**config.mk**
```make
export PLATFORM = sky130hd
export DESIGN_NAME = ide_channel_host_port
export DESIGN_NICKNAME = d
export VERILOG_FILES = /design/src/disk_port_pkg.sv /design/src/ide_channel_host_port.sv
export SDC_FILE = /design/constraint.sdc
export NUM_CORES = 1
export LEC_CHECK = 0
export ABC_CLOCK_PERIOD_IN_PS = 2650
export BUFFER_PORTS_ARGS = -buffer_cell sky130_fd_sc_hd__buf_4
export CAP_MARGIN = 25
export CORE_UTILIZATION = 45
export CTS_CLUSTER_DIAMETER = 150
export CTS_CLUSTER_SIZE = 10
export DETAILED_ROUTE_END_ITERATION = 12
export GPL_TIMING_DRIVEN = 0
export PLACE_DENSITY_LB_ADDON = 0.2
export SETUP_SLACK_MARGIN = 0.3
export SYNTH_ARGS = -nofsm -noshare
export SYNTH_HDL_FRONTEND = slang
export SYNTH_SLANG_ARGS = --single-unit
```
**constraint.sdc**
```tcl
create_clock -name clk_sys -period 2.65 [get_ports clk_sys]
set_input_delay 0.795 -clock clk_sys [delete_from_list [all_inputs] [get_ports clk_sys]]
set_output_delay 0.795 -clock clk_sys [all_outputs]
set_load 0.005 [all_outputs]
```
**src/disk_port_pkg.sv**
```systemverilog
// package: constants and carrier types for the disk channel host port
package disk_port_pkg;
   localparam int DATA_W = 16;
   localparam int ADDR_W = 3;
   // strobe timing, figures in ns at the 125 MHz clock
   localparam int CLK_PERIOD_NS = 8;
   localparam int SETUP_NS = 70;
   localparam int STROBE_NS = 165;
   localparam int RECOVER_NS = 30;
   // least times round up
   localparam int SETUP_CYC = (SETUP_NS + CLK_PERIOD_NS - 1) / CLK_PERIOD_NS;
   localparam int STROBE_CYC = (STROBE_NS + CLK_PERIOD_NS - 1)
      / CLK_PERIOD_NS;
   localparam int RECOVER_CYC = (RECOVER_NS + CLK_PERIOD_NS - 1)
      / CLK_PERIOD_NS;
   localparam int CNT_W = 8;
   localparam logic [DATA_W-1:0] DATA_RST = 16'h0000;

   // one request from the user side
   typedef struct packed {
      logic write;
      logic dma;
      logic ctrl_blk;
      logic [ADDR_W-1:0] addr;
      logic [DATA_W-1:0] wdata;
   } cmd_s;

   // pins that the host drives toward one channel
   typedef struct packed {
      logic cmd_sel_n;
      logic ctrl_sel_n;
      logic read_strobe_n;
      logic write_strobe_n;
      logic dma_ack_n;
      logic [ADDR_W-1:0] reg_addr;
      logic [DATA_W-1:0] data_out;
      logic data_oe;
   } chan_out_s;

   // pins that one channel drives toward the host
   typedef struct packed {
      logic dma_req;
      logic drive_ready;
      logic drive_irq;
      logic [DATA_W-1:0] data_in;
   } chan_in_s;
endpackage : disk_port_pkg

```
**src/ide_channel_host_port.sv**
```systemverilog
// disk channel host port: two independent channels, strobes and handshake
`timescale 1ns/100ps
// Behaviour
// [RULE1] each channel drives an active-low select for the command block.
// [RULE2] each channel drives an active-low select for the control block.
// [RULE3] the drive raises dma request only in dma mode, low in pio mode.
// [RULE4] a pending dma request is granted by the active-low acknowledge.
// [RULE5] while ready is low the active strobe is held, ending after it rises; dma cycles here ignore ready.
// [RULE6] a read asserts the active-low read strobe, data sampled under it.
// [RULE7] write data is driven before the active-low write strobe falls.
// [RULE8] the drive interrupt input is sampled and forwarded as an event.
// [RULE9] drive reset out is the inverse of the active-high system reset.
// [RULE10] the activity line is only sensed by the host, never driven.
// [RULE11] the slave's diagnostic-pass line is only sensed by the host.
// [RULE12] primary cable detect is sampled and reported as status.
// [RULE13] the system reset out is active high, made from the module reset.
// [RULE14] both channels are identical independent instances of one logic.
// [RULE15] only pio and multiword dma signalling are built, no ultra mode.
module ide_channel_host_port (
   input wire logic clk_sys,
   input wire logic arst_n,
   input wire logic [1:0] cmd_valid,
   output logic [1:0] cmd_ready,
   input disk_port_pkg::cmd_s cmd [2],
   output logic [1:0] rsp_valid,
   output logic [disk_port_pkg::DATA_W-1:0] rsp_data [2],
   output logic [1:0] dma_pending,
   output logic [1:0] irq_event,
   output disk_port_pkg::chan_out_s chan_out [2],
   input disk_port_pkg::chan_in_s chan_in [2],
   input wire logic secondary_activity_slave_present,
   input wire logic secondary_diag_passed,
   input wire logic primary_cable_detect_n,
   output logic secondary_active,
   output logic secondary_diag_ok,
   output logic cable_80_present,
   output logic system_reset_out,
   output logic drive_reset_n
);
   import disk_port_pkg::*;

   // ==========================================================
   // reset outputs
   logic rst_sync1_r;
   logic rst_sync2_r;
   // release synchronised so the drive sees a clean edge
   always_ff @(posedge clk_sys or negedge arst_n) begin
      if (!arst_n) begin
         rst_sync1_r <= 1'b0;
         rst_sync2_r <= 1'b0;
      end else begin
         rst_sync1_r <= 1'b1;
         rst_sync2_r <= rst_sync1_r;
      end
   end
   assign system_reset_out = ~rst_sync2_r; // [RULE13]
   assign drive_reset_n = ~system_reset_out; // [RULE9]

   // ==========================================================
   // shared status pins, sensed only
   logic [2:0] st_s1_r;
   logic [2:0] st_s2_r;
   // two flops; open-collector lines are inputs only, never driven
   always_ff @(posedge clk_sys or negedge arst_n) begin
      if (!arst_n) begin
         st_s1_r <= 3'h0;
         st_s2_r <= 3'h0;
      end else begin
         st_s1_r <= {~primary_cable_detect_n, secondary_diag_passed,
                     secondary_activity_slave_present}; // [RULE10] [RULE11]
         st_s2_r <= st_s1_r;
      end
   end
   assign secondary_active = st_s2_r[0]; // [RULE10]
   assign secondary_diag_ok = st_s2_r[1]; // [RULE11]
   assign cable_80_present = st_s2_r[2]; // [RULE12]

   // ==========================================================
   // per-channel engines
   typedef enum logic [3:0] {
      S_IDLE = 4'b0001,
      S_SETUP = 4'b0010,
      S_STROBE = 4'b0100,
      S_RECOVER = 4'b1000
   } cyc_e;

   genvar ch;
   generate
      for (ch = 0; ch < 2; ch++) begin : g_chan // [RULE14]
         cyc_e state_r;
         cmd_s cur_r;
         logic [CNT_W-1:0] cnt_r;
         logic [1:0] rdy_s_r;
         logic [1:0] irq_s_r;
         logic [1:0] drq_s_r;
         logic rdy;
         logic drq;
         logic irq_d_r;
         logic rsp_v_r;
         logic [DATA_W-1:0] rsp_d_r;
         logic [DATA_W-1:0] din_s1_r;
         logic [DATA_W-1:0] din_s2_r;

         // pin sync: ready, irq, dma request and read data
         always_ff @(posedge clk_sys or negedge arst_n) begin
            if (!arst_n) begin
               rdy_s_r <= 2'h0;
               irq_s_r <= 2'h0;
               drq_s_r <= 2'h0;
               din_s1_r <= DATA_RST;
               din_s2_r <= DATA_RST;
            end else begin
               rdy_s_r <= {rdy_s_r[0], chan_in[ch].drive_ready};
               irq_s_r <= {irq_s_r[0], chan_in[ch].drive_irq};
               drq_s_r <= {drq_s_r[0], chan_in[ch].dma_req};
               din_s1_r <= chan_in[ch].data_in;
               din_s2_r <= din_s1_r;
            end
         end
         assign rdy = rdy_s_r[1];
         assign drq = drq_s_r[1];

         // interrupt rising edge becomes a one-cycle event
         always_ff @(posedge clk_sys or negedge arst_n) begin
            if (!arst_n) irq_d_r <= 1'b0;
            else irq_d_r <= irq_s_r[1];
         end
         assign irq_event[ch] = irq_s_r[1] & ~irq_d_r; // [RULE8]
         // drive only asks in dma mode, so high here means dma pending
         assign dma_pending[ch] = drq; // [RULE3]

         // cycle sequencer; ready only counts after minimum strobe
         always_ff @(posedge clk_sys or negedge arst_n) begin
            if (!arst_n) begin
               state_r <= S_IDLE;
               cnt_r <= '0;
               cur_r <= '0;
            end else begin
               unique case (state_r)
                  S_IDLE: begin
                     if (cmd_valid[ch] && cmd_ready[ch]) begin
                        cur_r <= cmd[ch];
                        cnt_r <= CNT_W'(SETUP_CYC);
                        state_r <= S_SETUP;
                     end
                  end
                  S_SETUP: begin
                     if (cnt_r == CNT_W'(1)) begin
                        cnt_r <= CNT_W'(STROBE_CYC);
                        state_r <= S_STROBE;
                     end else cnt_r <= cnt_r - CNT_W'(1);
                  end
                  S_STROBE: begin
                     if (cnt_r > CNT_W'(1)) cnt_r <= cnt_r - CNT_W'(1);
                     else if (cur_r.dma || rdy) begin // [RULE5]
                        cnt_r <= CNT_W'(RECOVER_CYC);
                        state_r <= S_RECOVER;
                     end
                  end
                  S_RECOVER: begin
                     if (cnt_r == CNT_W'(1)) state_r <= S_IDLE;
                     else cnt_r <= cnt_r - CNT_W'(1);
                  end
               endcase
            end
         end
         // a dma cycle only starts once the drive has asked for it
         assign cmd_ready[ch] = (state_r == S_IDLE) && rst_sync2_r
                                && (!cmd[ch].dma || drq); // [RULE4]

         // read data captured as the strobe ends
         always_ff @(posedge clk_sys or negedge arst_n) begin
            if (!arst_n) begin
               rsp_v_r <= 1'b0;
               rsp_d_r <= DATA_RST;
            end else begin
               rsp_v_r <= 1'b0;
               if (state_r == S_STROBE && cnt_r <= CNT_W'(1)
                   && (cur_r.dma || rdy) && !cur_r.write) begin
                  rsp_v_r <= 1'b1;
                  rsp_d_r <= din_s2_r; // [RULE6]
               end
            end
         end
         assign rsp_valid[ch] = rsp_v_r;
         assign rsp_data[ch] = rsp_d_r;

         // pin drive; no ultra redefinition of strobes or ready [RULE15]
         always_comb begin
            logic busy;
            busy = (state_r != S_IDLE);
            chan_out[ch].cmd_sel_n = ~(busy && !cur_r.dma
                                       && !cur_r.ctrl_blk); // [RULE1]
            chan_out[ch].ctrl_sel_n = ~(busy && !cur_r.dma
                                        && cur_r.ctrl_blk); // [RULE2]
            chan_out[ch].read_strobe_n = ~(state_r == S_STROBE
                                           && !cur_r.write); // [RULE6]
            chan_out[ch].write_strobe_n = ~(state_r == S_STROBE
                                            && cur_r.write); // [RULE7]
            chan_out[ch].dma_ack_n = ~(busy && cur_r.dma); // [RULE4]
            chan_out[ch].reg_addr = cur_r.addr;
            chan_out[ch].data_out = cur_r.wdata;
            chan_out[ch].data_oe = busy && cur_r.write; // [RULE7]
         end

         // ======================================================
         // checks
         property p_strobe_held;
            @(posedge clk_sys) disable iff (!arst_n)
            (state_r == S_STROBE && cnt_r <= CNT_W'(1) && !rdy
             && !cur_r.dma) |=> (state_r == S_STROBE);
         endproperty
         a_strobe_held: assert property (p_strobe_held) // [RULE5]
            else $error("strobe ended while ready low");

         property p_wdata_first;
            @(posedge clk_sys) disable iff (!arst_n)
            $fell(chan_out[ch].write_strobe_n) |->
               $past(chan_out[ch].data_oe); // [RULE7]
         endproperty
         a_wdata_first: assert property (p_wdata_first) // [RULE7]
            else $error("write strobe before data");

         property p_ack_dma;
            @(posedge clk_sys) disable iff (!arst_n)
            !chan_out[ch].dma_ack_n |-> cur_r.dma
               && chan_out[ch].cmd_sel_n && chan_out[ch].ctrl_sel_n;
         endproperty
         a_ack_dma: assert property (p_ack_dma) // [RULE4]
            else $error("ack without dma cycle");

         property p_sel_excl;
            @(posedge clk_sys) disable iff (!arst_n)
            !(chan_out[ch].cmd_sel_n == 1'b0
              && chan_out[ch].ctrl_sel_n == 1'b0);
         endproperty
         a_sel_excl: assert property (p_sel_excl) // [RULE1] [RULE2]
            else $error("both selects low");

         property p_read_strobe;
            @(posedge clk_sys) disable iff (!arst_n)
            $fell(chan_out[ch].read_strobe_n) |->
               !chan_out[ch].read_strobe_n [*2];
         endproperty
         a_read_strobe: assert property (p_read_strobe) // [RULE6]
            else $error("read strobe too short");

         property p_irq_evt;
            @(posedge clk_sys) disable iff (!arst_n)
            irq_event[ch] |=> !irq_event[ch];
         endproperty
         a_irq_evt: assert property (p_irq_evt) // [RULE8]
            else $error("irq event longer than a cycle");
      end
   endgenerate

   property p_drv_rst;
      @(posedge clk_sys) drive_reset_n == rst_sync2_r;
   endproperty
   a_drv_rst: assert property (p_drv_rst) // [RULE9]
      else $error("drive reset not inverse of system reset");

   property p_sys_rst;
      @(posedge clk_sys) disable iff (!arst_n)
      $rose(rst_sync2_r) |-> $fell(system_reset_out);
   endproperty
   a_sys_rst: assert property (p_sys_rst) // [RULE13]
      else $error("system reset out not following release");
endmodule : ide_channel_host_port

```
## Word-level counts from Yosys, hierarchy flattened

Index checks and enable logic that the tools add are counted.

- Register bits after elaboration: 188
- Input port bits: 89
- Output and inout port bits: 95
- Logic and storage cells: 152

- Add/subtract/negate cells: 2
- Magnitude comparators: 4
- Eq/ne operators: 26
- Muxes and demuxes: 26
- Bitwise logic cells: 16
- Reductions and logical operators: 44

Operators by type and width:

| cell | count |
|---|---|
| 2-to-1 mux 8 bit | 10 |
| one-hot mux 8 bit (4 select lines) | 2 |
| 2-to-1 mux 4 bit | 10 |
| one-hot mux 4 bit (4 select lines) | 2 |
| logical AND 1 bit | 26 |
| != test 2 bit, second input constant | 12 |
| equality test 8 x 1 -> 1 bit, second input constant | 2 |
| > comparator 8 x 1 -> 1 bit, second input constant | 2 |
| <= comparator 8 x 1 -> 1 bit, second input constant | 2 |
| subtractor 8 x 1 -> 8 bit, second input constant | 2 |
| NOT 1 bit | 14 |
| AND reduction 5 bit | 2 |
| equality test 4 x 1 -> 1 bit, second input constant | 2 |
| equality test 4 x 2 -> 1 bit, second input constant | 2 |
| equality test 4 x 3 -> 1 bit, second input constant | 2 |
| equality test 4 bit, second input constant | 2 |
| logical NOT 1 bit | 8 |
| != test 4 x 1 -> 1 bit, second input constant | 2 |
| != test 3 bit, second input constant | 2 |
| AND reduction 3 bit | 2 |
| logical OR 1 bit | 4 |
| AND reduction 2 bit | 2 |
| bitwise AND 1 bit | 2 |
| 2-to-1 mux 1 bit | 2 |

## Logic depth before layout (Yosys ltp)

Gate-level depths: netlist of run 1.

- Depth in word-level cells: 6
- Mapped depth: 8
- Gate-level depth less buffers: 7

## Least setup slack after synthesis of run 1

OpenSTA, ideal clock, no wires.

- Path type: register -> register
- Start point: register g_chan[0].state_r[0]
- End point: register g_chan[0].rsp_d_r[10]
- Setup time: 0.125 ns
- Arrival time: 2.263 ns
- Data required time: 2.525 ns
- Path slack: 0.262 ns
- Stages on the path, launching flop included: 7
- Buffers on the path: 2
- Clock period less this slack: 2.388 ns
- Path through: dfstp_2 buf_4 or4b_4 nor4_4 nor3b_4 buf_12 mux2_4

- Word-level cells in the longest chain between the ends: 4

RTL lines:

| what | line | source |
|---|---|---|
| from (decl) | ide_channel_host_port.sv:90 | `cyc_e state_r;` |
| from (signal assigned) | ide_channel_host_port.sv:135 | `state_r <= S_IDLE;` |
| from (signal assigned) | ide_channel_host_port.sv:144 | `state_r <= S_SETUP;` |
| from (signal assigned) | ide_channel_host_port.sv:150 | `state_r <= S_STROBE;` |
| equality test 4 x 3 -> 1 bit | ide_channel_host_port.sv:178 | `if (state_r == S_STROBE && cnt_r <= CNT_W'(1)` |
| logical AND 1 bit | ide_channel_host_port.sv:178 |  |
| logical AND 1 bit (2 in series) | ide_channel_host_port.sv:179 | `&& (cur_r.dma \|\| rdy) && !cur_r.write) begin` |
| to (signal assigned) | ide_channel_host_port.sv:181 | `rsp_d_r <= din_s2_r;` |
| to (decl) | ide_channel_host_port.sv:100 | `logic [DATA_W-1:0] rsp_d_r;` |

No other way between the ends.
A chain may end at the register's enable or synchronous reset.

==> impl_metrics.env, run 1 <==
export IMPL_synth_fp_nets=609
export IMPL_grt_overflow_total=0
export IMPL_vias_per_cell=5.024
export IMPL_ys_warn_count=0
export IMPL_postPlaceCellArea_mm2=0.008964
export IMPL_cp_required_ps=1860
export IMPL_vias=4949
export IMPL_dp_hpwl_mm=10.95
export IMPL_final_cell_mix="buf_4 (240), dfrtp_1 (185), mux2_2 (45)"
export IMPL_cp_start_kind="flop"
export IMPL_worstSetupEndpointType="output port"
export IMPL_cts_path_max_buffers=2
export IMPL_synth_main_ff_cell="dfrtp_1"
export IMPL_clkTransAtPathRegs_ps=70
export IMPL_finClkSkew_ps=11.04
export IMPL_antenna_found_initial=0
export IMPL_max_cap_violations=0
export IMPL_place_congestion=0.8391
export IMPL_met3_usage=0.06524
export IMPL_grt_setup_unrepaired="true"
export IMPL_cts_tree="yes"
export IMPL_die_width_um=129.2
export IMPL_status="complete, but fails checks"
export IMPL_crit_path_cell_trace="buf_6 -> or4b_4 -> or3b_4 -> buf_6"
export IMPL_layout_drive_gt1_share=0.5618
export IMPL_critPathMaxFanout=6
export IMPL_netlist_cell_type_count=64
export IMPL_grt_use_met2=0.3302
export IMPL_drt_pass1_iter_count=4
export IMPL_cpPeakStageDelay_ps=530
export IMPL_grt_pass1_wl_mm=25.63
export IMPL_row_count=46
export IMPL_violations="negative setup slack"
export IMPL_nNetsFinal=849
export IMPL_drt_iter0_drc=183
export IMPL_wirelength_mm=16.27
export IMPL_diodes=0
export IMPL_gr_usage_all_layers=0.2027
export IMPL_grt_max_degree=99
export IMPL_grt_busiest_layer="met2"
export IMPL_final_common_cell="buf_4"
export IMPL_ys_async_sr_fraction=1.000
export IMPL_grt_pass1_vias=5047
export IMPL_hold_viol_final=0
export IMPL_worstMarginPinSlew_ps=664.5
export IMPL_final_period_utilization=1.023
export IMPL_syn_area_per_cell_um2=14.10
export IMPL_grtUsageMet1=0.2516
export IMPL_initial_core_util=0.4598
export IMPL_die_area_mm2=0.01668
export IMPL_synth_edf_count=0
export IMPL_synth_area_mm2=0.007277
export IMPL_crit_top_cell="buf_6"
export IMPL_synthCells=516
export IMPL_ir_drop_mv=0.4974
export IMPL_power_density_mw_per_mm2=752.9
export IMPL_crit_arrival_ps=1920
export IMPL_cts_buffers=17
export IMPL_cpMaxStageDelayCell="dfstp_2"
export IMPL_hold_path_class="reg -> reg"
export IMPL_stdcell_area_mm2=0.01030
export IMPL_route_detailed_drc=0
export IMPL_cts_root_buffer="clkbuf_16"
export IMPL_cts_sinks=188
export IMPL_max_freq_ghz=0.3688
export IMPL_finalCriticalPeriod_ps=2711
export IMPL_clock_latency_ps=430
export IMPL_yosysSeqAreaShare=0.6468
export IMPL_cts_hold_buffers=0
export IMPL_pin_count=184
export IMPL_area_delta_synth_final_pct=41.61
export IMPL_setup_viol=5
export IMPL_final_max_slew_viol_count=0
export IMPL_p_leak_nw=5.033
export IMPL_wire_per_inst_um=16.51
export IMPL_die_h_um=129.2
export IMPL_reg2reg_slack_ps=270
export IMPL_path_class="reg -> out"
export IMPL_core_area_mm2=0.01583
export IMPL_relSlewSlack=0.5570
export IMPL_post_route_worst_setup_slack_ps=-61.26
export IMPL_htree_levels=4
export IMPL_ant_nets=0
export IMPL_synth_seq_cells=188
export IMPL_total_power_mw=7.758
export IMPL_portBuffers=183
sequential cells by signal (all words and copies together) (netlist names):
name / cells
st_s1_r: 3
g_chan.rsp_v_r: 2
g_chan.state_r: 8
rst_sync1_r: 1
g_chan.din_s1_r: 32
g_chan.irq_d_r: 2
g_chan.rdy_s_r: 4
st_s2_r: 3
g_chan.cur_r: 6
drive_reset_n: 1
chan_out: 38
g_chan.rsp_d_r: 32
g_chan.irq_s_r: 4
g_chan.cnt_r: 16
g_chan.din_s2_r: 32
g_chan.drq_s_r: 4
worst paths after layout:
kind / start / to / cells after the start
min in group asynchronous: arst_n / g_chan[0].cur_r[20] / 1
max in group asynchronous: arst_n / g_chan[1].state_r[0] / 2
hold reg to reg: rst_sync1_r / drive_reset_n / 0
hold / removal: rst_sync1_r / drive_reset_n / 0
setup reg to reg: g_chan[0].state_r[0] / g_chan[0].rsp_d_r[7] / 9
setup / recovery: g_chan[0].state_r[0] / chan_out[49] / 4
per-stage QoR:
step,std cells,utilization,setup WS (ps),hold slack (ps),TNS [ps]
floorplan,516,-,319.6,331.2,0
global placement,915,0.5639,-322.9,331.5,-57120
detailed placement,917,0.5663,-150.8,334.7,-1275
CTS,978,0.6402,-91.29,351.2,-262.3
global route,985,0.6511,-146.2,353.5,-544.1
finish,985,0.6511,-61.26,348.2,-214.4
Yosys cell counts, types with 7 or more instances:
cell type,count,share of area
dfrtp_1,186,0.64
o31ai_1,7,0.0072
nand2b_1,9,0.0077
nand2_1,15,0.0077
buf_4,44,0.045
nor3_1,15,0.010
o21ai_0,12,0.0083
mux2_2,67,0.10
mux2_4,9,0.019
nor2_1,15,0.0077
inv_1,10,0.0052
buf_2,7,0.0048
timing repair:
item                       CTS  global route
pin swaps                   14            13
resized for setup           81            31
setup endpoints to repair   98            76
gates cloned                 2             1
buffers inserted            27             6
final cells by class:
cell class | count | area [um2]
plain buffers | 59 | 485.5
fillers | 1203 | 5523
inverters | 10 | 37.54
flip-flops and latches | 188 | 4708
clock inverters | 14 | 168.9
repair buffers | 221 | 1788
multi-input cells | 259 | 2407
clock buffers | 18 | 439.2
well taps | 216 | 270.3
cells by family (layout without fill, tap and decap cells):
| family | Yosys count | count (layout) | share of synthesized area |
|---|---|---|---|
| multiplexers | 76 | 76 | 0.1222 |
| flip-flops | 188 | 188 | 0.6468 |
| adder cells (fa/ha/maj) | 4 | 4 | 0.006878 |
| AO/OA/AOI/OAI | 70 | 70 | 0.07067 |
| buffers and inverters | 69 | 322 | 0.06173 |
| XOR/XNOR | 2 | 2 | 0.002408 |
| other | 1 | 1 | 0.0005153 |
| AND/OR/NAND/NOR | 106 | 106 | 0.08872 |
per-layer routing:
layer	wire length (um)	up-vias
met5	0	-
li1	-	2283
met2	8232	142
met3	974	23
met1	6730	2501
met4	328	0
critical path, delay by kind of cell, from the launching register on:
kind,cells,cell delay [ps]
simple gates,2,780
flops,1,530
buf+inv,2,180
where the power goes:
| part | switching, mW | internal [mW] |
|---|---|---|
| Sequential | 0.246 | 3.16 |
| Clock | 1.23 | 1.30 |
| Combinational | 0.860 | 0.967 |
| Total | 2.33 | 5.42 |
(Power assumes the default switching activity.)
==> run 2: changes to the inputs <==
--- a/config.mk
+++ b/config.mk
@@ -5,7 +5,7 @@
 export SDC_FILE = /design/constraint.sdc
 export NUM_CORES = 1
 export LEC_CHECK = 0
-export ABC_CLOCK_PERIOD_IN_PS = 2650
+export ABC_CLOCK_PERIOD_IN_PS = 3350
 export BUFFER_PORTS_ARGS = -buffer_cell sky130_fd_sc_hd__buf_4
 export CAP_MARGIN = 25
 export CORE_UTILIZATION = 45
==> constraint.sdc (replaced) <==
create_clock -name clk_sys -period 3.35 [get_ports clk_sys]
set_input_delay 1.005 -clock clk_sys [delete_from_list [all_inputs] [get_ports clk_sys]]
set_output_delay 1.005 -clock clk_sys [all_outputs]
set_load 0.005 [all_outputs]
==> run 2 against run 1 <==
Register-to-register slack gained 250 ps. The run now ends clean. Power shrank 22%. Core utilization is 4.3 points lower. Clock power decreased by 16%. Sequential share of layout area rose by 3.3 points. Worst hold slack better by 1.3 ps. Setup slack improved by 440 ps. Critical path depth stayed put.
==> impl_metrics.env, run 2 (synthesis results as in run 1) <==
export IMPL_status="finished clean"
export IMPL_clock_latency_ps=430
export IMPL_fin_util=0.6077
export IMPL_crit_top_cell="buf_4"
export IMPL_finalCriticalPeriod_ps=2976
export IMPL_area_delta_synth_final_pct=32.17
export IMPL_stdcell_area_mm2=0.009618
export IMPL_dp_hpwl_mm=10.84
export IMPL_pin_count=184
export IMPL_cp_required_ps=2340
export IMPL_layout_drive_gt1_share=0.4973
export IMPL_initial_core_util=0.4598
export IMPL_core_area_mm2=0.01583
export IMPL_grt_pass1_vias=4766
export IMPL_place_congestion=0.8865
export IMPL_wirelength_mm=15.36
export IMPL_worstMarginPinSlew_ps=1091
export IMPL_reg2reg_slack_ps=520
export IMPL_ant_nets=0
export IMPL_fin_tns_setup_ps=0
export IMPL_cp_start_kind="flop"
export IMPL_critPathMaxFanout=9
export IMPL_finClkSkew_ps=9.786
export IMPL_grt_busiest_layer="met2"
export IMPL_cts_path_max_buffers=2
export IMPL_final_period_utilization=0.8883
export IMPL_cts_tree="yes"
export IMPL_path_class="reg -> out"
export IMPL_p_leak_nw=4.748
export IMPL_die_width_um=129.2
export IMPL_diodes=0
export IMPL_clkTransAtPathRegs_ps=80
export IMPL_cpPeakStageDelay_ps=520
export IMPL_final_cells=948
export IMPL_cpMaxStageDelayCell="dfstp_2"
export IMPL_worstSetupEndpointType="output port"
export IMPL_grt_use_met2=0.3106
export IMPL_crit_arrival_ps=1970
export IMPL_postPlaceCellArea_mm2=0.008956
export IMPL_grt_max_degree=118
export IMPL_power_density_mw_per_mm2=629.0
export IMPL_cts_setup_buffers=0
export IMPL_cts_sinks=188
export IMPL_die_area_mm2=0.01668
export IMPL_place_inst=916
export IMPL_vias_per_cell=5.043
export IMPL_final_max_slew_viol_count=0
export IMPL_gr_usage_all_layers=0.1932
export IMPL_crit_path_cell_trace="buf_4 -> or4b_4 -> nor3b_2 -> buf_4"
export IMPL_portBuffers=183
export IMPL_grtUsageMet1=0.2386
export IMPL_hold_viol_final=0
export IMPL_cts_buffers=17
export IMPL_max_cap_violations=0
export IMPL_total_power_mw=6.050
export IMPL_met3_usage=0.06895
export IMPL_crit_family="simple AND/OR/NAND/NOR gates"
export IMPL_nNetsFinal=812
export IMPL_grt_setup_unrepaired="false"
export IMPL_final_cell_mix="buf_4 (226), dfrtp_1 (186), mux2_2 (67)"
export IMPL_relSlewSlack=0.2540
export IMPL_htree_levels=4
export IMPL_vias=4781
export IMPL_final_common_cell="buf_4"
export IMPL_die_h_um=129.2
export IMPL_route_detailed_drc=0
export IMPL_ir_drop_mv=0.3706
export IMPL_grt_overflow_total=0
export IMPL_wire_per_inst_um=16.20
export IMPL_row_count=46
export IMPL_largest_register_ffs=38
export IMPL_hold_path_class="reg -> reg"
export IMPL_drt_pass1_iter_count=4
export IMPL_critPathBufInv=2
export IMPL_max_freq_ghz=0.3360
export IMPL_drt_iter0_drc=319
export IMPL_setup_viol=0
export IMPL_cts_root_buffer="clkbuf_16"
export IMPL_antenna_found_initial=0
export IMPL_cts_hold_buffers=0
export IMPL_grt_pass1_wl_mm=24.47
run 2: per-stage QoR:
step,setup WS (ps),hold slack [ps]
floorplan,922.1,331.2
global placement,203.5,331.2
detailed placement,541.9,334.7
CTS,343.3,351.2
global route,304.8,354.1
finish,374.0,349.5
run 2: metal layers:
metal	up-vias	routed length, um
met1	2388	6343
met4	0	282
met5	-	0
met3	24	982
li1	2208	-
met2	161	7746
run 2: worst register-to-register path, cell delays in order, from the launching register on:
cell      delay [ps]
dfrtp_1          430
nor4b_1          580
o2111a_1         370
nor3b_2          670
buf_4            320
mux2_2           350
run 2: final timing paths:
| kind | startpoint | endpoint | cells past startpoint |
|---|---|---|---|
| setup / recovery | g_chan[0].state_r[0] | cmd_ready[0] | 4 |
| hold reg to reg | g_chan[1].din_s1_r[11] | g_chan[1].din_s2_r[11] | 0 |
| max in group asynchronous | arst_n | st_s1_r[1] | 2 |
| hold / removal | g_chan[1].din_s1_r[11] | g_chan[1].din_s2_r[11] | 0 |
| setup reg to reg | g_chan[1].state_r[1] | g_chan[1].rsp_d_r[10] | 5 |
| min in group asynchronous | arst_n | g_chan[0].state_r[2] | 1 |
run 2: what timing repair did:
item                                    in CTS  in global routing
hold endpoints to repair                     0                  0
endpoints found under the setup margin       3                  0
gates resized for setup                      3                  0
run 2: where the power goes:
| part | internal, mW | leakage, nW | switching, mW |
|---|---|---|---|
| clock | 1.16 | 0.314 | 0.970 |
| combinational | 0.623 | 2.09 | 0.609 |
| sequential | 2.49 | 2.34 | 0.193 |
run 2: layout make-up:
type | instances | area [um2]
Fill cell | 1262 | 6210
Sequential cell | 188 | 4707
Multi-Input combinational cell | 259 | 2136
Timing Repair Buffer | 184 | 1409
Clock buffer | 17 | 425.4
Buffer | 59 | 411.6
Tap cell | 216 | 270.3
Clock inverter | 15 | 221.5
Inverter | 10 | 37.54
==> run 3: changes to the inputs <==
--- a/config.mk
+++ b/config.mk
@@ -8,7 +8,7 @@
 export ABC_CLOCK_PERIOD_IN_PS = 3350
 export BUFFER_PORTS_ARGS = -buffer_cell sky130_fd_sc_hd__buf_4
 export CAP_MARGIN = 25
-export CORE_UTILIZATION = 45
+export CORE_UTILIZATION = 57
 export CTS_CLUSTER_DIAMETER = 150
 export CTS_CLUSTER_SIZE = 10
 export DETAILED_ROUTE_END_ITERATION = 12
==> run 3 against run 2 <==
Sequential power about the same. First-iteration DRC count fell by 28%. Clock power barely moved. Core utilization grew 17 points. Non-clock buffer count is 2 higher. Global-route usage up 5.4 points. Flip-flop and latch count did not move.
==> impl_metrics.env, run 3 (synthesis results as in run 1) <==
export IMPL_status="finished clean"
export IMPL_row_count=40
export IMPL_ant_nets=0
export IMPL_initial_core_util=0.5959
export IMPL_p_switching_mw=1.743
export IMPL_dp_hpwl_mm=10.65
export IMPL_core_area_mm2=0.01221
export IMPL_worstMarginPinSlew_ps=742.4
export IMPL_crit_arrival_ps=1990
export IMPL_p_int_mw=4.268
export IMPL_stdcell_area_mm2=0.009557
export IMPL_drt_iter0_drc=230
export IMPL_fin_tns_setup_ps=0
export IMPL_critPathBufInv=2
export IMPL_power_frac_clock=0.349
export IMPL_finClkSkew_ps=9.140
export IMPL_vias=4796
export IMPL_postPlaceCellArea_mm2=0.008900
export IMPL_place_congestion=0.8823
export IMPL_hold_viol_final=0
export IMPL_seqPwrFrac=0.446
export IMPL_cp_required_ps=2340
export IMPL_max_cap_violations=0
export IMPL_nNetsFinal=814
export IMPL_cpMaxStageDelayCell="dfstp_2"
export IMPL_finalCriticalPeriod_ps=2997
export IMPL_final_cell_mix="buf_4 (226), dfrtp_1 (186), mux2_2 (67)"
export IMPL_clkTransAtPathRegs_ps=70
export IMPL_crit_path_cell_trace="buf_6 -> or4b_4 -> nor3b_4 -> buf_4"
export IMPL_diodes=0
export IMPL_cts_tree="yes"
export IMPL_p_leak_nw=4.750
export IMPL_hold_path_class="reg -> reg"
export IMPL_place_inst=869
export IMPL_largest_register_ffs=38
export IMPL_layout_drive_gt1_share=0.4973
export IMPL_die_area_mm2=0.01322
export IMPL_area_delta_synth_final_pct=31.33
export IMPL_cpPeakStageDelay_ps=540
export IMPL_wire_per_inst_um=16.98
export IMPL_wirelength_mm=15.32
export IMPL_swShare=0.2900
export IMPL_combPwrFrac=0.205
export IMPL_cts_buffers=17
export IMPL_grt_overflow_total=0
export IMPL_critPathMaxFanout=9
export IMPL_final_period_utilization=0.8946
export IMPL_portBuffers=183
export IMPL_path_class="reg -> out"
export IMPL_die_width_um=115.0
export IMPL_vias_per_cell=5.317
export IMPL_fill_cells=755
export IMPL_cts_root_buffer="clkbuf_16"
export IMPL_grt_setup_unrepaired="false"
export IMPL_gr_usage_all_layers=0.2476
export IMPL_final_common_cell="buf_4"
export IMPL_cts_sinks=188
export IMPL_grt_max_degree=98
export IMPL_setup_viol=0
export IMPL_max_freq_ghz=0.3337
export IMPL_grt_pass1_wl_mm=24.35
export IMPL_total_power_mw=6.012
export IMPL_route_detailed_drc=0
export IMPL_cts_path_max_buffers=2
export IMPL_clock_latency_ps=430
export IMPL_power_density_mw_per_mm2=629.1
export IMPL_crit_family="simple AND/OR/NAND/NOR gates"
export IMPL_antenna_found_initial=0
export IMPL_grt_pass1_vias=4904
export IMPL_drt_pass1_iter_count=5
export IMPL_ir_drop_mv=0.3687
export IMPL_final_cells=902
export IMPL_worstSetupEndpointType="output port"
export IMPL_cp_start_kind="flop"
export IMPL_final_max_slew_viol_count=0
export IMPL_relSlewSlack=0.5051
export IMPL_pin_count=184
export IMPL_die_h_um=115.0
export IMPL_htree_levels=4
[run 3: repair_timing]
item                                    in CTS  in global routing
hold buffers                                 0                  0
buffers inserted                             0                  1
gates resized for setup                      3                  2
pin swaps                                    0                  1
endpoints found under the setup margin       4                  1
[run 3: final timing paths]
kind / startpoint / endpoint / slack (ps) / cells after the start
max reg2reg: g_chan[1].state_r[1] / g_chan[1].rsp_d_r[10] / 520 / 5
min reg2reg: g_chan[0].din_s1_r[12] / g_chan[0].din_s2_r[12] / 340 / 0
min in group asynchronous: arst_n / g_chan[0].rdy_s_r[1] / 570 / 1
max: g_chan[0].state_r[0] / cmd_ready[0] / 350 / 4
max in group asynchronous: arst_n / g_chan[0].din_s2_r[14] / 1900 / 2
min: g_chan[0].din_s1_r[12] / g_chan[0].din_s2_r[12] / 340 / 0
[run 3: power groups by stage]
stage | Combinational [mW] | Sequential (mW) | Clock [mW]
4_1_cts | 1.23 | 2.68 | 2.13
6_report | 1.23 | 2.68 | 2.10
3_5_place_dp | 1.22 | 2.72 | 0
5_1_grt | 1.36 | 2.71 | 2.21
2_1_floorplan | 0.791 | 2.67 | 0
3_3_place_gp | 1.17 | 2.70 | 0
[run 3: area by class of cell]
| class | instances | area, um2 | area share |
|---|---|---|---|
| repair buffers | 186 | 1420 | 0.1486 |
| clock buffers | 17 | 425.4 | 0.04451 |
| inverters | 10 | 37.54 | 0.003928 |
| clock inverters | 15 | 198.9 | 0.02082 |
| multi-input cells | 259 | 2142 | 0.2241 |
| plain buffers | 59 | 415.4 | 0.04347 |
| well taps | 168 | 210.2 | 0.02200 |
| flip-flops and latches | 188 | 4707 | 0.4925 |
[run 3: worst register-to-register path, cell delays in order (launching register included)]
cell	delay (ps)
dfrtp_1	430
nor4b_1	640
o2111a_1	380
nor3b_2	610
buf_4	310
mux2_2	350
[run 3: stage by stage]
step,setup WS [ps],hold WS [ps],util
after CTS,338.7,345.3,0.7811
final,353.0,342.8,0.7826
after detailed placement,545.1,334.7,0.7288
after floorplan,922.1,331.2,-
after global placement,231.6,331.5,0.7256
after global routing,299.8,353.1,0.7826
[run 3: per-layer routing]
metal  vias to the layer above  share of wire  GRT usage  wire [um]
li1                       2207              -          -          -
met1                      2385           0.38     0.2938       5871
met2                       173           0.52     0.4145       7941
met3                        31          0.073    0.07855       1113
met4                         0          0.025     0.1143        388
met5                         -              0          0          0
